==> config.mk <==
export PLATFORM = sky130hd
export DESIGN_NAME = runtime_glue_registers
export DESIGN_NICKNAME = d
export VERILOG_FILES = /design/src/runtime_glue_registers.v
export VERILOG_INCLUDE_DIRS = /design/src /design/src/src
export SDC_FILE = /design/constraint.sdc
export NUM_CORES = 1
export LEC_CHECK = 0
export ABC_AREA = 1
export BUFFER_PORTS_ARGS = -buffer_cell sky130_fd_sc_hd__buf_4
export CELL_PAD_IN_SITES_DETAIL_PLACEMENT = 1
export CELL_PAD_IN_SITES_GLOBAL_PLACEMENT = 1
export CORE_ASPECT_RATIO = 0.75
export CORE_MARGIN = 5
export CORE_UTILIZATION = 46
export DETAILED_ROUTE_END_ITERATION = 8
export GPL_ROUTABILITY_DRIVEN = 0
export PLACE_DENSITY = 0.92
export SYNTH_ARGS = -nofsm -noshare
export SYNTH_HDL_FRONTEND = slang
export SYNTH_SLANG_ARGS = --single-unit
==> constraint.sdc <==
create_clock -name pclk -period 3 [get_ports pclk]
set_clock_uncertainty 0.1 [all_clocks]
set_input_delay 0.45 -clock pclk [delete_from_list [all_inputs] [get_ports pclk]]
set_output_delay 0.45 -clock pclk [all_outputs]
set_load 0.05 [all_outputs]
==> src/glue_map.vh <==
// Register indices, field positions, reset values and timing counts of the glue register bank.
`ifndef GLUE_MAP_VH
`define GLUE_MAP_VH

`define IDX_PIN60_CFG      8'h47
`define IDX_PIN61_CFG      8'h48
`define IDX_POWER_RECOVERY_CONTROL        8'h49
`define IDX_PON_HISTORY    8'h4a
`define IDX_GP1_RSVD       8'h4b
`define IDX_GP2_DATA       8'h4c
`define IDX_GP3_DATA       8'h4d
`define IDX_GP4_DATA       8'h4e
`define IDX_GP5_DATA       8'h4f
`define IDX_GP6_DATA       8'h50
`define IDX_RSVD_ZERO      8'h51
`define IDX_PREV_SEL       8'h53
`define IDX_PIN62_CFG      8'h54
`define IDX_PIN63_CFG      8'h55
`define IDX_RSVD_56        8'h56
`define IDX_RSVD_59        8'h59
`define IDX_TEST_A         8'h5a
`define IDX_IND1_CTRL      8'h5d
`define IDX_IND2_CTRL      8'h5e
`define IDX_WD_UNIT        8'h65
`define IDX_WD_VALUE       8'h66
`define IDX_WD_CFG         8'h67
`define IDX_WD_CTRL        8'h68
`define IDX_TEST_B         8'h6d
`define IDX_PIN44_CFG      8'h6e
`define IDX_PIN45_CFG      8'h6f
`define IDX_MON_INDEX      8'h70
`define IDX_MON_DATA       8'h71
`define IDX_PIN46_CFG      8'h72
`define IDX_PIN47_CFG      8'h73
`define IDX_EDGE_STATUS    8'h74

`define CFG_DIR_BIT        0
`define CFG_POL_BIT        1
`define CFG_OD_BIT         7
`define CFG_MASK_ALT2      8'h8f
`define CFG_MASK_ALT1      8'h87
`define CFG_MASK_PLAIN     8'h83
`define RST_CFG_6X         8'h01
`define RST_CFG_44         8'h80
`define RST_CFG_4X         8'h00
`define RST_RSVD_56        8'h01

`define GP2_MASK           8'h80
`define GP3_MASK           8'h01
`define GP4_MASK           8'hf4
`define GP5_MASK           8'hff
`define GP6_MASK           8'h0f
`define RST_GP4            8'hf0

`define ALT_SEL_FIRST      2'b11
`define ALT_SEL_EDGE       2'b10
`define ALT_SEL_INDICATOR  2'b01
`define IND_OFF            2'b00
`define IND_BLINK_FAST     2'b01
`define IND_BLINK_SLOW     2'b10
`define IND_ON             2'b11
`define APF_ON             2'b10
`define APF_PREVIOUS       2'b11

`define PCLK_MHZ           125
`define HALF_SECOND_MS     500
`define SECONDS_PER_MINUTE 6'd60

`endif

==> src/runtime_glue_registers.v <==
// Runtime glue register bank: pin control, power recovery, indicators, watchdog, monitor window.
//
// Operation
// - Config bits: direction, polarity, open-drain output type.
// - Pin 6.0 selects watchdog, edge, indicator, GPIO.
// - Pin 6.1 selects clock, edge, indicator, GPIO.
// - Either edge sets wake, SYSTEM_MANAGEMENT_INTERRUPT, status bits.
// - Pins 4.4-4.7 default to reset outputs.
// - Power button enabled, recovery disabled by default.
// - Sample request pin each half second.
// - Previous state bit battery-backed, read-only.
// - Policy battery-backed; 00/01 keep supply off.
// - Lock bit makes recovery register read-only.
// - Sample history readable, cleared on battery reset.
// - Select picks previous bit; sample when powered.
// - GP4 and GP6 data registers map one bit per pin.
// - Indicator codes: off, 1 Hz, 0.5 Hz, on.
// - Unit bit selects minutes or seconds.
// - Timeout value zero disables the watchdog.
// - Config upper nibble routes timeout to interrupt.
// - Status bit set on timeout, survives bus reset.
// - Force bit causes timeout and self-clears.
// - Index and data window into monitor.
`timescale 1ns/1ps
`include "glue_map.vh"

module runtime_glue_registers #(
  parameter HALF_SECOND_CYCLES = `HALF_SECOND_MS * 1000 * `PCLK_MHZ
) (
  input  wire        pclk,
  input  wire        presetn,
  input  wire        battery_resetn,
  input  wire        psel,
  input  wire        penable,
  input  wire        pwrite,
  input  wire [11:0] paddr,
  input  wire [31:0] pwdata,
  output reg  [31:0] prdata,
  output reg         pready,
  output reg         pslverr,
  input  wire [7:0]  pin_in,
  output reg  [7:0]  pin_out,
  output reg  [7:0]  pin_oe_n,
  input  wire        power_on_request_pin_n,
  input  wire        main_reset_n,
  input  wire        bus_reset_n,
  input  wire        trickle_ok,
  output reg  [1:0]  wake_event,
  output reg  [1:0]  system_management_interrupt,
  output reg         power_button_enable,
  output reg         power_supply_restore,
  output reg         watchdog_irq_active,
  output reg  [3:0]  watchdog_irq_number,
  output reg  [7:0]  monitor_index,
  output reg  [7:0]  monitor_wdata,
  output reg         monitor_write,
  output reg         monitor_read,
  input  wire [7:0]  monitor_rdata
);

  // Synchronisers for every pin-side input.
  reg  [11:0] sync1_reg;
  reg  [11:0] sync2_reg;
  reg  [1:0]  edge_prev_reg;
  reg         trickle_prev_reg;
  wire [7:0]  pin_sync     = sync2_reg[7:0];
  wire        pon_sync_n   = sync2_reg[8];
  wire        main_on      = sync2_reg[9];
  wire        bus_on       = sync2_reg[10];
  wire        trickle_sync = sync2_reg[11];
  wire        trickle_fall = trickle_prev_reg & ~trickle_sync;

  always @(posedge pclk or negedge presetn) begin
    if (!presetn) begin
      sync1_reg        <= 12'h000;
      sync2_reg        <= 12'h000;
      edge_prev_reg    <= 2'b00;
      trickle_prev_reg <= 1'b0;
    end else begin
      sync1_reg        <= {trickle_ok, bus_reset_n, main_reset_n, power_on_request_pin_n, pin_in};
      sync2_reg        <= sync1_reg;
      edge_prev_reg    <= sync2_reg[1:0];
      trickle_prev_reg <= sync2_reg[11];
    end
  end

  // APB slave with one wait state; writes commit on the edge that completes the access.
  wire       addr_ok = (paddr[11:10] == 2'b00) && (paddr[1:0] == 2'b00);
  wire [7:0] idx     = paddr[9:2];
  wire       access  = psel & penable;
  wire       wr_en   = access & pready & pwrite & addr_ok;
  wire [7:0] wd      = pwdata[7:0];
  reg  [7:0] rd_data;
  reg        rd_ok;

  // Pin configuration storage: 6.0, 6.1, 6.2, 6.3, 4.4, 4.5, 4.6, 4.7.
  wire [7:0] cfg_reg [0:7];
  reg  [7:0] gp2_reg;
  reg  [7:0] gp3_reg;
  reg  [7:0] gp4_reg;
  reg  [7:0] gp5_reg;
  reg  [7:0] gp6_reg;
  wire [7:0] pin_data = {gp4_reg[7:4], gp6_reg[3:0]};
  wire [7:0] pin_read;
  wire [7:0] pin_level;
  wire [7:0] pin_drive;

  function [7:0] cfg_index;
    input integer n;
    begin
      case (n)
        0:       cfg_index = `IDX_PIN60_CFG;
        1:       cfg_index = `IDX_PIN61_CFG;
        2:       cfg_index = `IDX_PIN62_CFG;
        3:       cfg_index = `IDX_PIN63_CFG;
        4:       cfg_index = `IDX_PIN44_CFG;
        5:       cfg_index = `IDX_PIN45_CFG;
        6:       cfg_index = `IDX_PIN46_CFG;
        default: cfg_index = `IDX_PIN47_CFG;
      endcase
    end
  endfunction

  function [7:0] cfg_reset;
    input integer n;
    begin
      if (n < 4)
        cfg_reset = `RST_CFG_6X;
      else if (n == 4)
        cfg_reset = `RST_CFG_44;
      else
        cfg_reset = `RST_CFG_4X;
    end
  endfunction

  function [7:0] cfg_mask;
    input integer n;
    begin
      if (n < 2)
        cfg_mask = `CFG_MASK_ALT2;
      else if (n < 4)
        cfg_mask = `CFG_MASK_PLAIN;
      else
        cfg_mask = `CFG_MASK_ALT1;
    end
  endfunction

  // Power recovery, indicators, edge status and test storage.
  reg        btn_en_reg;
  reg        rec_bit1_reg;
  reg        lock_reg;
  reg        rec_en_reg;
  reg        samp_en_reg;
  reg        prev_bit_reg;
  reg  [1:0] apf_reg;
  reg  [7:0] history_reg;
  reg  [3:0] prev_sel_reg;
  reg  [7:0] test_b_reg;
  reg  [1:0] ind1_reg;
  reg  [1:0] ind2_reg;
  reg  [1:0] edge_sts_reg;
  reg        started_reg;

  // Watchdog state.
  reg        wd_unit_reg;
  reg  [7:0] wd_value_reg;
  reg  [3:0] wd_cfg_reg;
  reg  [7:0] wd_count_reg;
  reg        wd_status_reg;
  reg        wd_force_reg;

  // Half-second time base, second and minute ticks, blink phase.
  reg  [31:0] half_cnt_reg;
  reg         sec_half_reg;
  reg  [5:0]  min_cnt_reg;
  reg  [1:0]  phase_reg;
  wire        half_tick = (half_cnt_reg == HALF_SECOND_CYCLES - 1);
  wire        sec_tick  = half_tick & sec_half_reg;
  wire        min_tick  = sec_tick & (min_cnt_reg == `SECONDS_PER_MINUTE - 6'd1);
  wire        unit_tick = wd_unit_reg ? sec_tick : min_tick;

  always @(posedge pclk or negedge presetn) begin
    if (!presetn) begin
      half_cnt_reg <= 32'h0;
      sec_half_reg <= 1'b0;
      min_cnt_reg  <= 6'h00;
      phase_reg    <= 2'b00;
    end else begin
      half_cnt_reg <= half_tick ? 32'h0 : half_cnt_reg + 32'h1;
      if (half_tick) begin
        sec_half_reg <= ~sec_half_reg;
        phase_reg    <= phase_reg + 2'b01;
      end
      if (sec_tick)
        min_cnt_reg <= min_tick ? 6'h00 : min_cnt_reg + 6'h01;
    end
  end

  function ind_level;
    input [1:0] mode;
    input [1:0] phase;
    begin
      case (mode)
        `IND_BLINK_FAST: ind_level = ~phase[0];
        `IND_BLINK_SLOW: ind_level = (phase == 2'b00);
        `IND_ON:         ind_level = 1'b1;
        default:         ind_level = 1'b0;
      endcase
    end
  endfunction

  wire ind1_on = ind_level(ind1_reg, phase_reg);
  wire ind2_on = ind_level(ind2_reg, phase_reg);
  wire clk_out = phase_reg[0];

  // Per-pin configuration registers and pad drive.
  genvar g;
  generate
    for (g = 0; g < 8; g = g + 1) begin : pin
      reg  [7:0] cfg_q;
      wire [7:0] c      = cfg_q;
      wire       is_in  = c[`CFG_DIR_BIT];
      wire       inv    = c[`CFG_POL_BIT];
      wire       od     = c[`CFG_OD_BIT];
      reg        func;
      reg        edge_mode;
      always @* begin
        func      = pin_data[g];
        edge_mode = 1'b0;
        if (g == 0) begin
          case (c[3:2])
            `ALT_SEL_FIRST:     func = wd_status_reg;
            `ALT_SEL_EDGE:      edge_mode = 1'b1;
            `ALT_SEL_INDICATOR: func = ind1_on;
            default:            func = pin_data[g];
          endcase
        end else if (g == 1) begin
          case (c[3:2])
            `ALT_SEL_FIRST:     func = clk_out;
            `ALT_SEL_EDGE:      edge_mode = 1'b1;
            `ALT_SEL_INDICATOR: func = ind2_on;
            default:            func = pin_data[g];
          endcase
        end else if (g >= 4) begin
          func = c[2] ? pin_data[g] : bus_on;
        end
      end
      assign cfg_reg[g]   = cfg_q;
      assign pin_level[g] = func ^ inv;
      assign pin_drive[g] = ~is_in & ~edge_mode & ~(od & pin_level[g]);
      assign pin_read[g] = is_in ? (pin_sync[g] ^ inv) : pin_data[g];
      always @(posedge pclk or negedge presetn) begin
        if (!presetn)
          cfg_q <= cfg_reset(g);
        else if (wr_en && idx == cfg_index(g))
          cfg_q <= wd & cfg_mask(g);
      end
    end
  endgenerate

  // One process drives the pads so that each output has a single driver.
  always @(posedge pclk or negedge presetn) begin
    if (!presetn) begin
      pin_out  <= 8'h00;
      pin_oe_n <= 8'hff;
    end else begin
      pin_out  <= pin_level;
      pin_oe_n <= ~pin_drive;
    end
  end

  // Either-edge inputs on pins 6.0 and 6.1.
  wire [1:0] edge_evt;
  assign edge_evt[0] = (cfg_reg[0][3:2] == `ALT_SEL_EDGE) & (edge_prev_reg[0] ^ pin_sync[0]);
  assign edge_evt[1] = (cfg_reg[1][3:2] == `ALT_SEL_EDGE) & (edge_prev_reg[1] ^ pin_sync[1]);
  wire       edge_clr = wr_en && idx == `IDX_EDGE_STATUS;

  // Trickle-supply registers: data, indicators, window, lock and edge status.
  always @(posedge pclk or negedge presetn) begin
    if (!presetn) begin
      gp2_reg                     <= 8'h00;
      gp3_reg                     <= 8'h00;
      gp4_reg                     <= `RST_GP4;
      gp5_reg                     <= 8'h00;
      gp6_reg                     <= 8'h00;
      ind1_reg                    <= `IND_OFF;
      ind2_reg                    <= `IND_OFF;
      monitor_index               <= 8'h00;
      monitor_wdata               <= 8'h00;
      monitor_write               <= 1'b0;
      monitor_read                <= 1'b0;
      btn_en_reg                  <= 1'b1;
      rec_bit1_reg                <= 1'b1;
      lock_reg                    <= 1'b0;
      edge_sts_reg                <= 2'b00;
      wake_event                  <= 2'b00;
      system_management_interrupt <= 2'b00;
      power_button_enable         <= 1'b1;
    end else begin
      if (wr_en) begin
        case (idx)
          `IDX_GP2_DATA:  gp2_reg <= wd & `GP2_MASK;
          `IDX_GP3_DATA:  gp3_reg <= wd & `GP3_MASK;
          `IDX_GP4_DATA:  gp4_reg <= wd & `GP4_MASK;
          `IDX_GP5_DATA:  gp5_reg <= wd & `GP5_MASK;
          `IDX_GP6_DATA:  gp6_reg <= wd & `GP6_MASK;
          `IDX_IND1_CTRL: ind1_reg <= wd[1:0];
          `IDX_IND2_CTRL: ind2_reg <= wd[1:0];
          `IDX_MON_INDEX: monitor_index <= wd;
          `IDX_MON_DATA:  monitor_wdata <= wd;
          default:        ;
        endcase
      end
      monitor_write <= wr_en && idx == `IDX_MON_DATA;
      monitor_read  <= access & ~pready & ~pwrite & addr_ok & (idx == `IDX_MON_DATA);
      if (!main_on || !bus_on) begin
        lock_reg <= 1'b0;
      end else if (wr_en && idx == `IDX_POWER_RECOVERY_CONTROL && !lock_reg) begin
        btn_en_reg   <= wd[0];
        rec_bit1_reg <= wd[1];
        lock_reg     <= wd[7];
      end
      edge_sts_reg[0] <= edge_evt[0] | (edge_sts_reg[0] & ~(edge_clr & wd[0]));
      edge_sts_reg[1] <= edge_evt[1] | (edge_sts_reg[1] & ~(edge_clr & wd[1]));
      wake_event                  <= edge_evt;
      system_management_interrupt <= edge_evt;
      power_button_enable         <= btn_en_reg;
    end
  end

  // Battery-backed registers survive the trickle-supply reset.
  always @(posedge pclk or negedge battery_resetn) begin
    if (!battery_resetn) begin
      rec_en_reg   <= 1'b0;
      samp_en_reg  <= 1'b0;
      apf_reg      <= 2'b00;
      prev_bit_reg <= 1'b0;
      history_reg  <= 8'h00;
      prev_sel_reg <= 4'h0;
      test_b_reg   <= 8'h00;
    end else begin
      if (wr_en && idx == `IDX_POWER_RECOVERY_CONTROL && !lock_reg) begin
        rec_en_reg  <= wd[2];
        samp_en_reg <= wd[3];
        apf_reg     <= wd[6:5];
      end
      if (wr_en && idx == `IDX_PREV_SEL)
        prev_sel_reg <= wd[3:0];
      if (wr_en && idx == `IDX_TEST_B)
        test_b_reg <= wd;
      if (samp_en_reg && main_on && trickle_sync && half_tick)
        history_reg <= {history_reg[6:0], ~pon_sync_n};
      if (trickle_fall)
        prev_bit_reg <= history_reg[prev_sel_reg[2:0]];
    end
  end

  // Supply policy evaluated once when trickle power returns.
  always @(posedge pclk or negedge presetn) begin
    if (!presetn) begin
      started_reg          <= 1'b0;
      power_supply_restore <= 1'b0;
    end else begin
      started_reg <= 1'b1;
      if (!started_reg)
        power_supply_restore <= rec_en_reg & ((apf_reg == `APF_ON) |
                                ((apf_reg == `APF_PREVIOUS) & prev_bit_reg));
      else if (main_on)
        power_supply_restore <= 1'b0;
    end
  end

  // Watchdog.
  wire wd_ctrl_wr = wr_en && idx == `IDX_WD_CTRL;
  wire wd_expire  = unit_tick & (wd_value_reg != 8'h00) & (wd_count_reg == 8'h01);
  wire wd_timeout = wd_expire | wd_force_reg;

  always @(posedge pclk or negedge presetn) begin
    if (!presetn) begin
      wd_unit_reg         <= 1'b0;
      wd_value_reg        <= 8'h00;
      wd_cfg_reg          <= 4'h0;
      wd_count_reg        <= 8'h00;
      wd_status_reg       <= 1'b0;
      wd_force_reg        <= 1'b0;
      watchdog_irq_active <= 1'b0;
      watchdog_irq_number <= 4'h0;
    end else if (!main_on || !bus_on) begin
      wd_unit_reg  <= 1'b0;
      wd_value_reg <= 8'h00;
      wd_cfg_reg   <= 4'h0;
      wd_count_reg <= 8'h00;
      wd_force_reg <= 1'b0;
      if (!main_on)
        wd_status_reg <= 1'b0;
      watchdog_irq_active <= 1'b0;
      watchdog_irq_number <= 4'h0;
    end else begin
      if (wr_en && idx == `IDX_WD_UNIT)
        wd_unit_reg <= wd[7];
      if (wr_en && idx == `IDX_WD_CFG)
        wd_cfg_reg <= wd[7:4];
      wd_force_reg <= wd_ctrl_wr & wd[2];
      if (wr_en && idx == `IDX_WD_VALUE) begin
        wd_value_reg <= wd;
        wd_count_reg <= wd;
      end else if (wd_ctrl_wr && !wd[0]) begin
        wd_count_reg <= wd_value_reg;
      end else if (unit_tick && wd_count_reg != 8'h00 && !wd_status_reg) begin
        wd_count_reg <= wd_count_reg - 8'h01;
      end
      if (wd_timeout)
        wd_status_reg <= 1'b1;
      else if (wd_ctrl_wr)
        wd_status_reg <= wd[0];
      watchdog_irq_active <= wd_status_reg & (wd_cfg_reg != 4'h0);
      watchdog_irq_number <= wd_cfg_reg;
    end
  end

  // Read multiplexer.
  always @* begin
    rd_data = 8'h00;
    rd_ok   = addr_ok;
    case (idx)
      `IDX_PIN60_CFG:   rd_data = cfg_reg[0];
      `IDX_PIN61_CFG:   rd_data = cfg_reg[1];
      `IDX_PIN62_CFG:   rd_data = cfg_reg[2];
      `IDX_PIN63_CFG:   rd_data = cfg_reg[3];
      `IDX_PIN44_CFG:   rd_data = cfg_reg[4];
      `IDX_PIN45_CFG:   rd_data = cfg_reg[5];
      `IDX_PIN46_CFG:   rd_data = cfg_reg[6];
      `IDX_PIN47_CFG:   rd_data = cfg_reg[7];
      `IDX_POWER_RECOVERY_CONTROL:     rd_data = {lock_reg, apf_reg, prev_bit_reg, samp_en_reg, rec_en_reg,
                                   rec_bit1_reg, btn_en_reg};
      `IDX_PON_HISTORY: rd_data = history_reg;
      `IDX_GP1_RSVD:    rd_data = 8'h00;
      `IDX_GP2_DATA:    rd_data = gp2_reg;
      `IDX_GP3_DATA:    rd_data = gp3_reg;
      `IDX_GP4_DATA:    rd_data = {pin_read[7:4], 1'b0, gp4_reg[2], 2'b00};
      `IDX_GP5_DATA:    rd_data = gp5_reg;
      `IDX_GP6_DATA:    rd_data = {4'h0, pin_read[3:0]};
      `IDX_RSVD_ZERO:   rd_data = 8'h00;
      `IDX_PREV_SEL:    rd_data = {4'h0, prev_sel_reg};
      `IDX_TEST_A:      rd_data = 8'h00;
      `IDX_IND1_CTRL:   rd_data = {6'h00, ind1_reg};
      `IDX_IND2_CTRL:   rd_data = {6'h00, ind2_reg};
      `IDX_WD_UNIT:     rd_data = {wd_unit_reg, 7'h00};
      `IDX_WD_VALUE:    rd_data = wd_value_reg;
      `IDX_WD_CFG:      rd_data = {wd_cfg_reg, 4'h0};
      `IDX_WD_CTRL:     rd_data = {7'h00, wd_status_reg};
      `IDX_TEST_B:      rd_data = test_b_reg;
      `IDX_MON_INDEX:   rd_data = monitor_index;
      `IDX_MON_DATA:    rd_data = monitor_rdata;
      `IDX_EDGE_STATUS: rd_data = {6'h00, edge_sts_reg};
      default: begin
        if (idx >= `IDX_RSVD_56 && idx <= `IDX_RSVD_59)
          rd_data = `RST_RSVD_56;
        else
          rd_ok = 1'b0;
      end
    endcase
  end

  always @(posedge pclk or negedge presetn) begin
    if (!presetn) begin
      pready  <= 1'b0;
      pslverr <= 1'b0;
      prdata  <= 32'h0;
    end else if (access && !pready) begin
      pready  <= 1'b1;
      pslverr <= ~rd_ok;
      prdata  <= (pwrite || !rd_ok) ? 32'h0 : {24'h0, rd_data};
    end else begin
      pready  <= 1'b0;
      pslverr <= 1'b0;
    end
  end

endmodule

**Word level (Yosys, flattened, before mapping)**

Cells that the tools add are included.

- Bitwise gates (word level): 92
- Mux-type cells: 51
- Eq/ne operators: 48
- Magnitude comparators: 3
- Reduce and logical (&&, ||, !) cells: 61
- Add/subtract/negate cells: 4

Operators with widths:

| cell | number |
|---|---|
| == test 8 x 7 -> 1 bit, second input constant | 29 |
| one-hot mux 8 bit (27 select lines) | 1 |
| two-way mux 8 bit | 7 |
| AND 1 bit | 41 |
| two-way mux 1 bit | 33 |
| adder 32 x 1 -> 32 bit, second input constant | 1 |
| == test 32 x 26 -> 1 bit, second input constant | 1 |
| two-way mux 32 bit | 1 |
| OR reduction 29 bit | 1 |
| NOT 1 bit | 28 |
| logical AND 1 bit | 27 |
| AND reduction 2 bit | 11 |
| == test 2 bit, second input constant | 10 |
| bitwise XOR 1 bit | 18 |
| nonzero test 8 bit | 2 |
| two-way mux 4 bit | 3 |
| == test 2 x 1 -> 1 bit, second input constant | 4 |
| == test 8 x 1 -> 1 bit, second input constant | 1 |
| >= comparator 8 x 7 -> 1 bit, second input constant | 1 |
| less-or-equal comparator 8 x 7 -> 1 bit, second input constant | 1 |
| NOT 8 bit | 1 |
| nonzero test 2 bit | 4 |
| nonzero test 4 bit | 2 |
| subtractor 8 x 1 -> 8 bit, second input constant | 1 |
| other kinds (15) | 30 |

- Bits of input ports: 70
- Word-level logic and storage cells: 314
- Output and inout bits: 79
- Register bits: 254

**Logic depth before layout (Yosys ltp)**

- Word-level depth: 10
- Mapped depth: 13
- Mapped depth without buffers: 13

**Worst setup path before layout**

No wires, ideal clock.

- Path kind: reg-to-reg
- Start: register pready
- End: register monitor_wdata[7]
- Data arrival time: 1.701 ns
- Data required time: 2.767 ns
- Stages on the path, launching flop included: 9
- Period minus slack after synthesis: 1.934 ns
- Path slack: 1.066 ns
- Setup time: 0.133 ns
- Path buffers: 1
- Path through: dfrtp_1 nand4_1 nor2_4 inv_1 nor2_1 inv_1 clkbuf_1 nand2_1 o21ai_0

- Word-level cells in the longest chain between the ends: 4

Ends and longest elaborated chain:

| item | line | RTL |
|---|---|---|
| start, declared | runtime_glue_registers.v:39 | `output reg pready,` |
| start signal, assigned | runtime_glue_registers.v:467 | `pready <= 1'b0;` |
| start signal, assigned | runtime_glue_registers.v:471 | `pready <= 1'b1;` |
| start signal, assigned | runtime_glue_registers.v:475 | `pready <= 1'b0;` |
| AND 1 bit (3 in a row) | runtime_glue_registers.v:91 | `wire wr_en = access & pready & pwrite & addr_ok;` |
| AND reduction 2 bit (no line) | - |  |
| end signal, assigned | runtime_glue_registers.v:310 | `` `IDX_MON_DATA: monitor_wdata <= wd; `` |
| end, declared | runtime_glue_registers.v:55 | `output reg [7:0] monitor_wdata,` |

Every way passes these cells.
A chain may end at the register's enable or synchronous reset.

**Final worst setup path**

- Start: register half_cnt_reg[0]
- End: register wd_status_reg

- Word-level cells in the longest chain between the ends: 9
- Elaborated cells on any way between the ends: 11
- Classes of those cells: eq/ne: 1; mux: 3; bitwise: 5; reduce/logical: 2

Ends and longest elaborated chain:

| item | line | RTL |
|---|---|---|
| start, declared | runtime_glue_registers.v:173 | `reg [31:0] half_cnt_reg;` |
| start signal, assigned | runtime_glue_registers.v:189 | `half_cnt_reg <= half_tick ? 32'h0 : half_cnt_reg + 32'h1;` |
| == test 32 x 26 -> 1 bit * | runtime_glue_registers.v:177 | `wire half_tick = (half_cnt_reg == HALF_SECOND_CYCLES - 1);` |
| AND 1 bit * | runtime_glue_registers.v:178 | `wire sec_tick = half_tick & sec_half_reg;` |
| AND 1 bit | runtime_glue_registers.v:179 | `` wire min_tick = sec_tick & (min_cnt_reg == `SECONDS_PER_MINUTE - 6'd1); `` |
| two-way mux 1 bit * | runtime_glue_registers.v:180 | `wire unit_tick = wd_unit_reg ? sec_tick : min_tick;` |
| AND 1 bit * (2 in a row) | runtime_glue_registers.v:375 | `wire wd_expire = unit_tick & (wd_value_reg != 8'h00) & (wd_count_reg == 8'h01);` |
| OR 1 bit * | runtime_glue_registers.v:376 | `wire wd_timeout = wd_expire \| wd_force_reg;` |
| nonzero test 3 bit (no line) or two-way mux 1 bit (tied branches) | - |  |
| AND reduction 2 bit (no line) or two-way mux 1 bit (tied branches) | - |  |
| end signal, assigned | runtime_glue_registers.v:415 | `wd_status_reg <= wd[0];` |
| end, declared | runtime_glue_registers.v:169 | `reg wd_status_reg;` |

Every way passes the cells marked *; elsewhere a longest branch is shown, timed or not.

==> metrics.md <==
| Metric | Value |
|---|---|
| Post-synth top area cell | `dfrtp_1` |
| Hold Fails Final Rpt | `0` |
| Share of cells above drive strength 1 | `13.6%` |
| Clock Latency Late Sink | `0.54 ns` |
| Count of pins over their slew limit | `0` |
| Num CTS Buffers | `25` |
| Status | `complete, no violations` |
| Avg WL per Cell | `20.7 um` |
| Leak Pwr | `6.64 nW` |
| Rel. slew slack | `46.8%` |
| Initial DRC count | `1084` |
| Max Fanout on Critical Path | `7` |
| Hold-fix buffers, CTS | `15` |
| Die area | `28100 sq um` |
| Crit path time final | `2.63 ns` |
| Clock net sink count | `230` |
| Count of final setup violators | `0` |
| Crit path capture type | `flip-flop` |
| VDD IR-drop max | `0.360 mV` |
| Setup TNS | `0 ns` |
| Largest net degree at the start of global routing | `67` |
| Synth Instances | `1432` |
| Vias in the first global route | `11400` |
| Finished Layout Cells | `1917` |
| Detail Route Antenna Nets | `0` |
| Hold Startpoint | `pwdata[5]` |
| Mapped Area | `11400 sq um` |
| DP Wirelength | `28700 um` |
| Cts repair resizes | `0` |
| Final WS setup | `0.372 ns` |
| Die width | `192 um` |
| Yosys warning total | `0` |
| Clk pin slew, worst setup/hold paths | `0.06 ns` |
| CTS root buf | `clkbuf_16` |
| Final hold slack | `0.0640 ns` |
| First-pass GRT wire length | `62400 um` |
| Worst path required time | `3.31 ns` |
| Crit path arrival time | `2.94 ns` |
| Origin of the critical flop-to-flop path | `half_cnt_reg[0]$_DFF_PN0_` |
| Post-CTS setup buffers | `0` |
| Longest Clk Path Bufs | `3` |
| Ranking of synthesized cells by area | `dfrtp_1, nand2_1, o21ai_0` |
| Input/output buffers | `100` |
| Worst-margin pin slew | `0.797 ns` |
| Final nets | `1642` |
| Ports | `149` |
| MaxCap Viol Count | `0` |
| Netlist cell types | `48` |
| DRC viols | `0` |
| Placed cells | `1855` |
| Pwr Density | `517 nW/um^2` |
| Period utilization | `87.6%` |
| Highest Clock Rate | `380 MHz` |
| Routed WL | `39700 um` |
| DR vias | `10800` |
| Detailed Routing Iterations Pass 1 | `5` |
| Syn Area/Cell | `7.96 sq um` |
| CP Launch Point | `half_cnt_reg[0]$_DFF_PN0_` |
| Post-synth top area share | `46.1%` |
| Initial antenna violation count | `1` |
| Final Util | `56.0%` |
| FF+latch count, synth | `230` |
| # H-tree levels | `1` |
| Pre-CTS setup slack | `0.422 ns` |
| CTS tree | `built` |
| WS Path Type | `flip-flop to flip-flop` |
| GRT Resource Usage Total | `28.1%` |
| Die Height | `146 um` |
| Register area share after synthesis | `50.7%` |
| RSZ-0062 raised after global routing | `no` |
| Area of the core | `24200 sq um` |
| Hold crit path type | `primary input to flip-flop` |
| Initial Util | `47.2%` |
| # rows | `49` |
| Synthesis-to-layout area growth | `18.7%` |
| CP Launch Type | `flip-flop` |
| Overflow after GRT | `0` |
| DR vias/cell | `5.65` |
-- layer usage --
metal / vias to the layer above / share of wire [%] / GRT usage (%)
met5: - / 0 / 0
li1: 4828 / - / -
met4: 0 / 4.1 / 10.2
met1: 5404 / 42 / 38.8
met3: 113 / 8.1 / 5.13
met2: 481 / 46 / 44.5
-- synthesized netlist by cell type, drive strengths merged --
library cell and instances:
a211o 1, a21o 2, a21oi 18, a22oi 1, a31o 2, a31oi 5
a41oi 1, and2 6, and3 3, buf 33, clkbuf 15, clkinv 1
conb 2, dfrtp 210, dfstp 20, ha 6, inv 162, nand2 407
nand3 84, nand3b 4, nand4 30, nor2 169, nor3 28, nor3b 2
nor4 6, o211ai 2, o21a 7, o21ai 156, o22ai 9, o31ai 2
o32ai 1, or2 3, xnor2 6, xor2 28
-- path summary, 6_finish.rpt --
path	to	slack, ns	cells past startpoint
worst max-delay path	wd_status_reg$_DFFE_PN0P_	0.37	13
worst min-delay path	apf_reg[0]$_DFFE_PN0P_	0.06	3
worst max register to register	wd_status_reg$_DFFE_PN0P_	0.37	13
worst min register to register	sync2_reg[5]$_DFF_PN0_	0.25	0
max in group asynchronous	pready$_DFF_PN0_	1.65	3
min in group asynchronous	test_b_reg[3]$_DFFE_PN0P_	0.26	2
-- metrics by stage --
stage               total power, mW  cell area (sq um)
floorplan                      3.57              11500
global placement               3.76              12500
detailed placement             3.78              12500
CTS                            7.04              13500
global route                   7.23              13500
finish                         6.99              13500
-- critical path: stages (launching register included) --
cell and delay, ns:
dfrtp_1 0.40, ha_1 0.21, nand2_1 0.09, inv_1 0.09, nand2_1 0.14, nor2_1 0.13
nand2_1 0.08, nor2_1 0.47, buf_4 0.27, nand4_1 0.13, nand3_1 0.15, nand2_1 0.08
nand2_1 0.08, nand2_1 0.06
-- layout make-up --
class,instances,area (sq um)
diodes,1,2.50
clock buffers,36,727
clock inverters,10,140
fillers,2968,10600
inverters,163,617
multi-input cells,1014,4780
flip-flops and latches,230,5780
well taps,331,414
repair buffers,132,1060
-- layout by cell type (no fill, tap or decap), types with 5 or more instances in the layout --
| cell | count |
|---|---|
| nand2_1 | 404 |
| o22ai_1 | 9 |
| dfstp_2 | 20 |
| nor2_1 | 160 |
| inv_1 | 156 |
| dfrtp_1 | 210 |
| ha_1 | 6 |
| clkbuf_1 | 5 |
| xor2_1 | 28 |
| nor3_1 | 26 |
| o21ai_1 | 7 |
| and2_1 | 6 |
| clkinv_2 | 6 |
| a31oi_1 | 5 |
| nand3_1 | 78 |
| clkbuf_16 | 25 |
| nor2_2 | 6 |
| xnor2_1 | 6 |
| o21a_1 | 7 |
| buf_4 | 114 |
| dlygate4sd3_1 | 15 |
| conb_1 | 25 |
| a21oi_1 | 18 |
| o21ai_0 | 146 |
| nor4_1 | 6 |
| inv_2 | 6 |
| nand4_1 | 29 |
| nand3_2 | 5 |
| clkbuf_8 | 7 |
-- logic make-up (layout without fill, tap and decap cells) --
logic type / count (synthesis) / count (layout) / synth area share [%]
other cells: 2 / 26 / 0.0659
compound gates: 207 / 207 / 9.81
simple gates: 742 / 742 / 28.0
flops: 230 / 230 / 50.7
buf+inv: 211 / 341 / 8.08
fa+ha+maj: 6 / 6 / 0.659
xor+xnor: 34 / 34 / 2.61
-- power breakdown --
group          total, mW  switching, mW  internal, mW
Clock               3.24           1.29          1.95
Combinational      0.570          0.403         0.166
Sequential          3.19         0.0366          3.15
(Power assumes the default switching activity.)
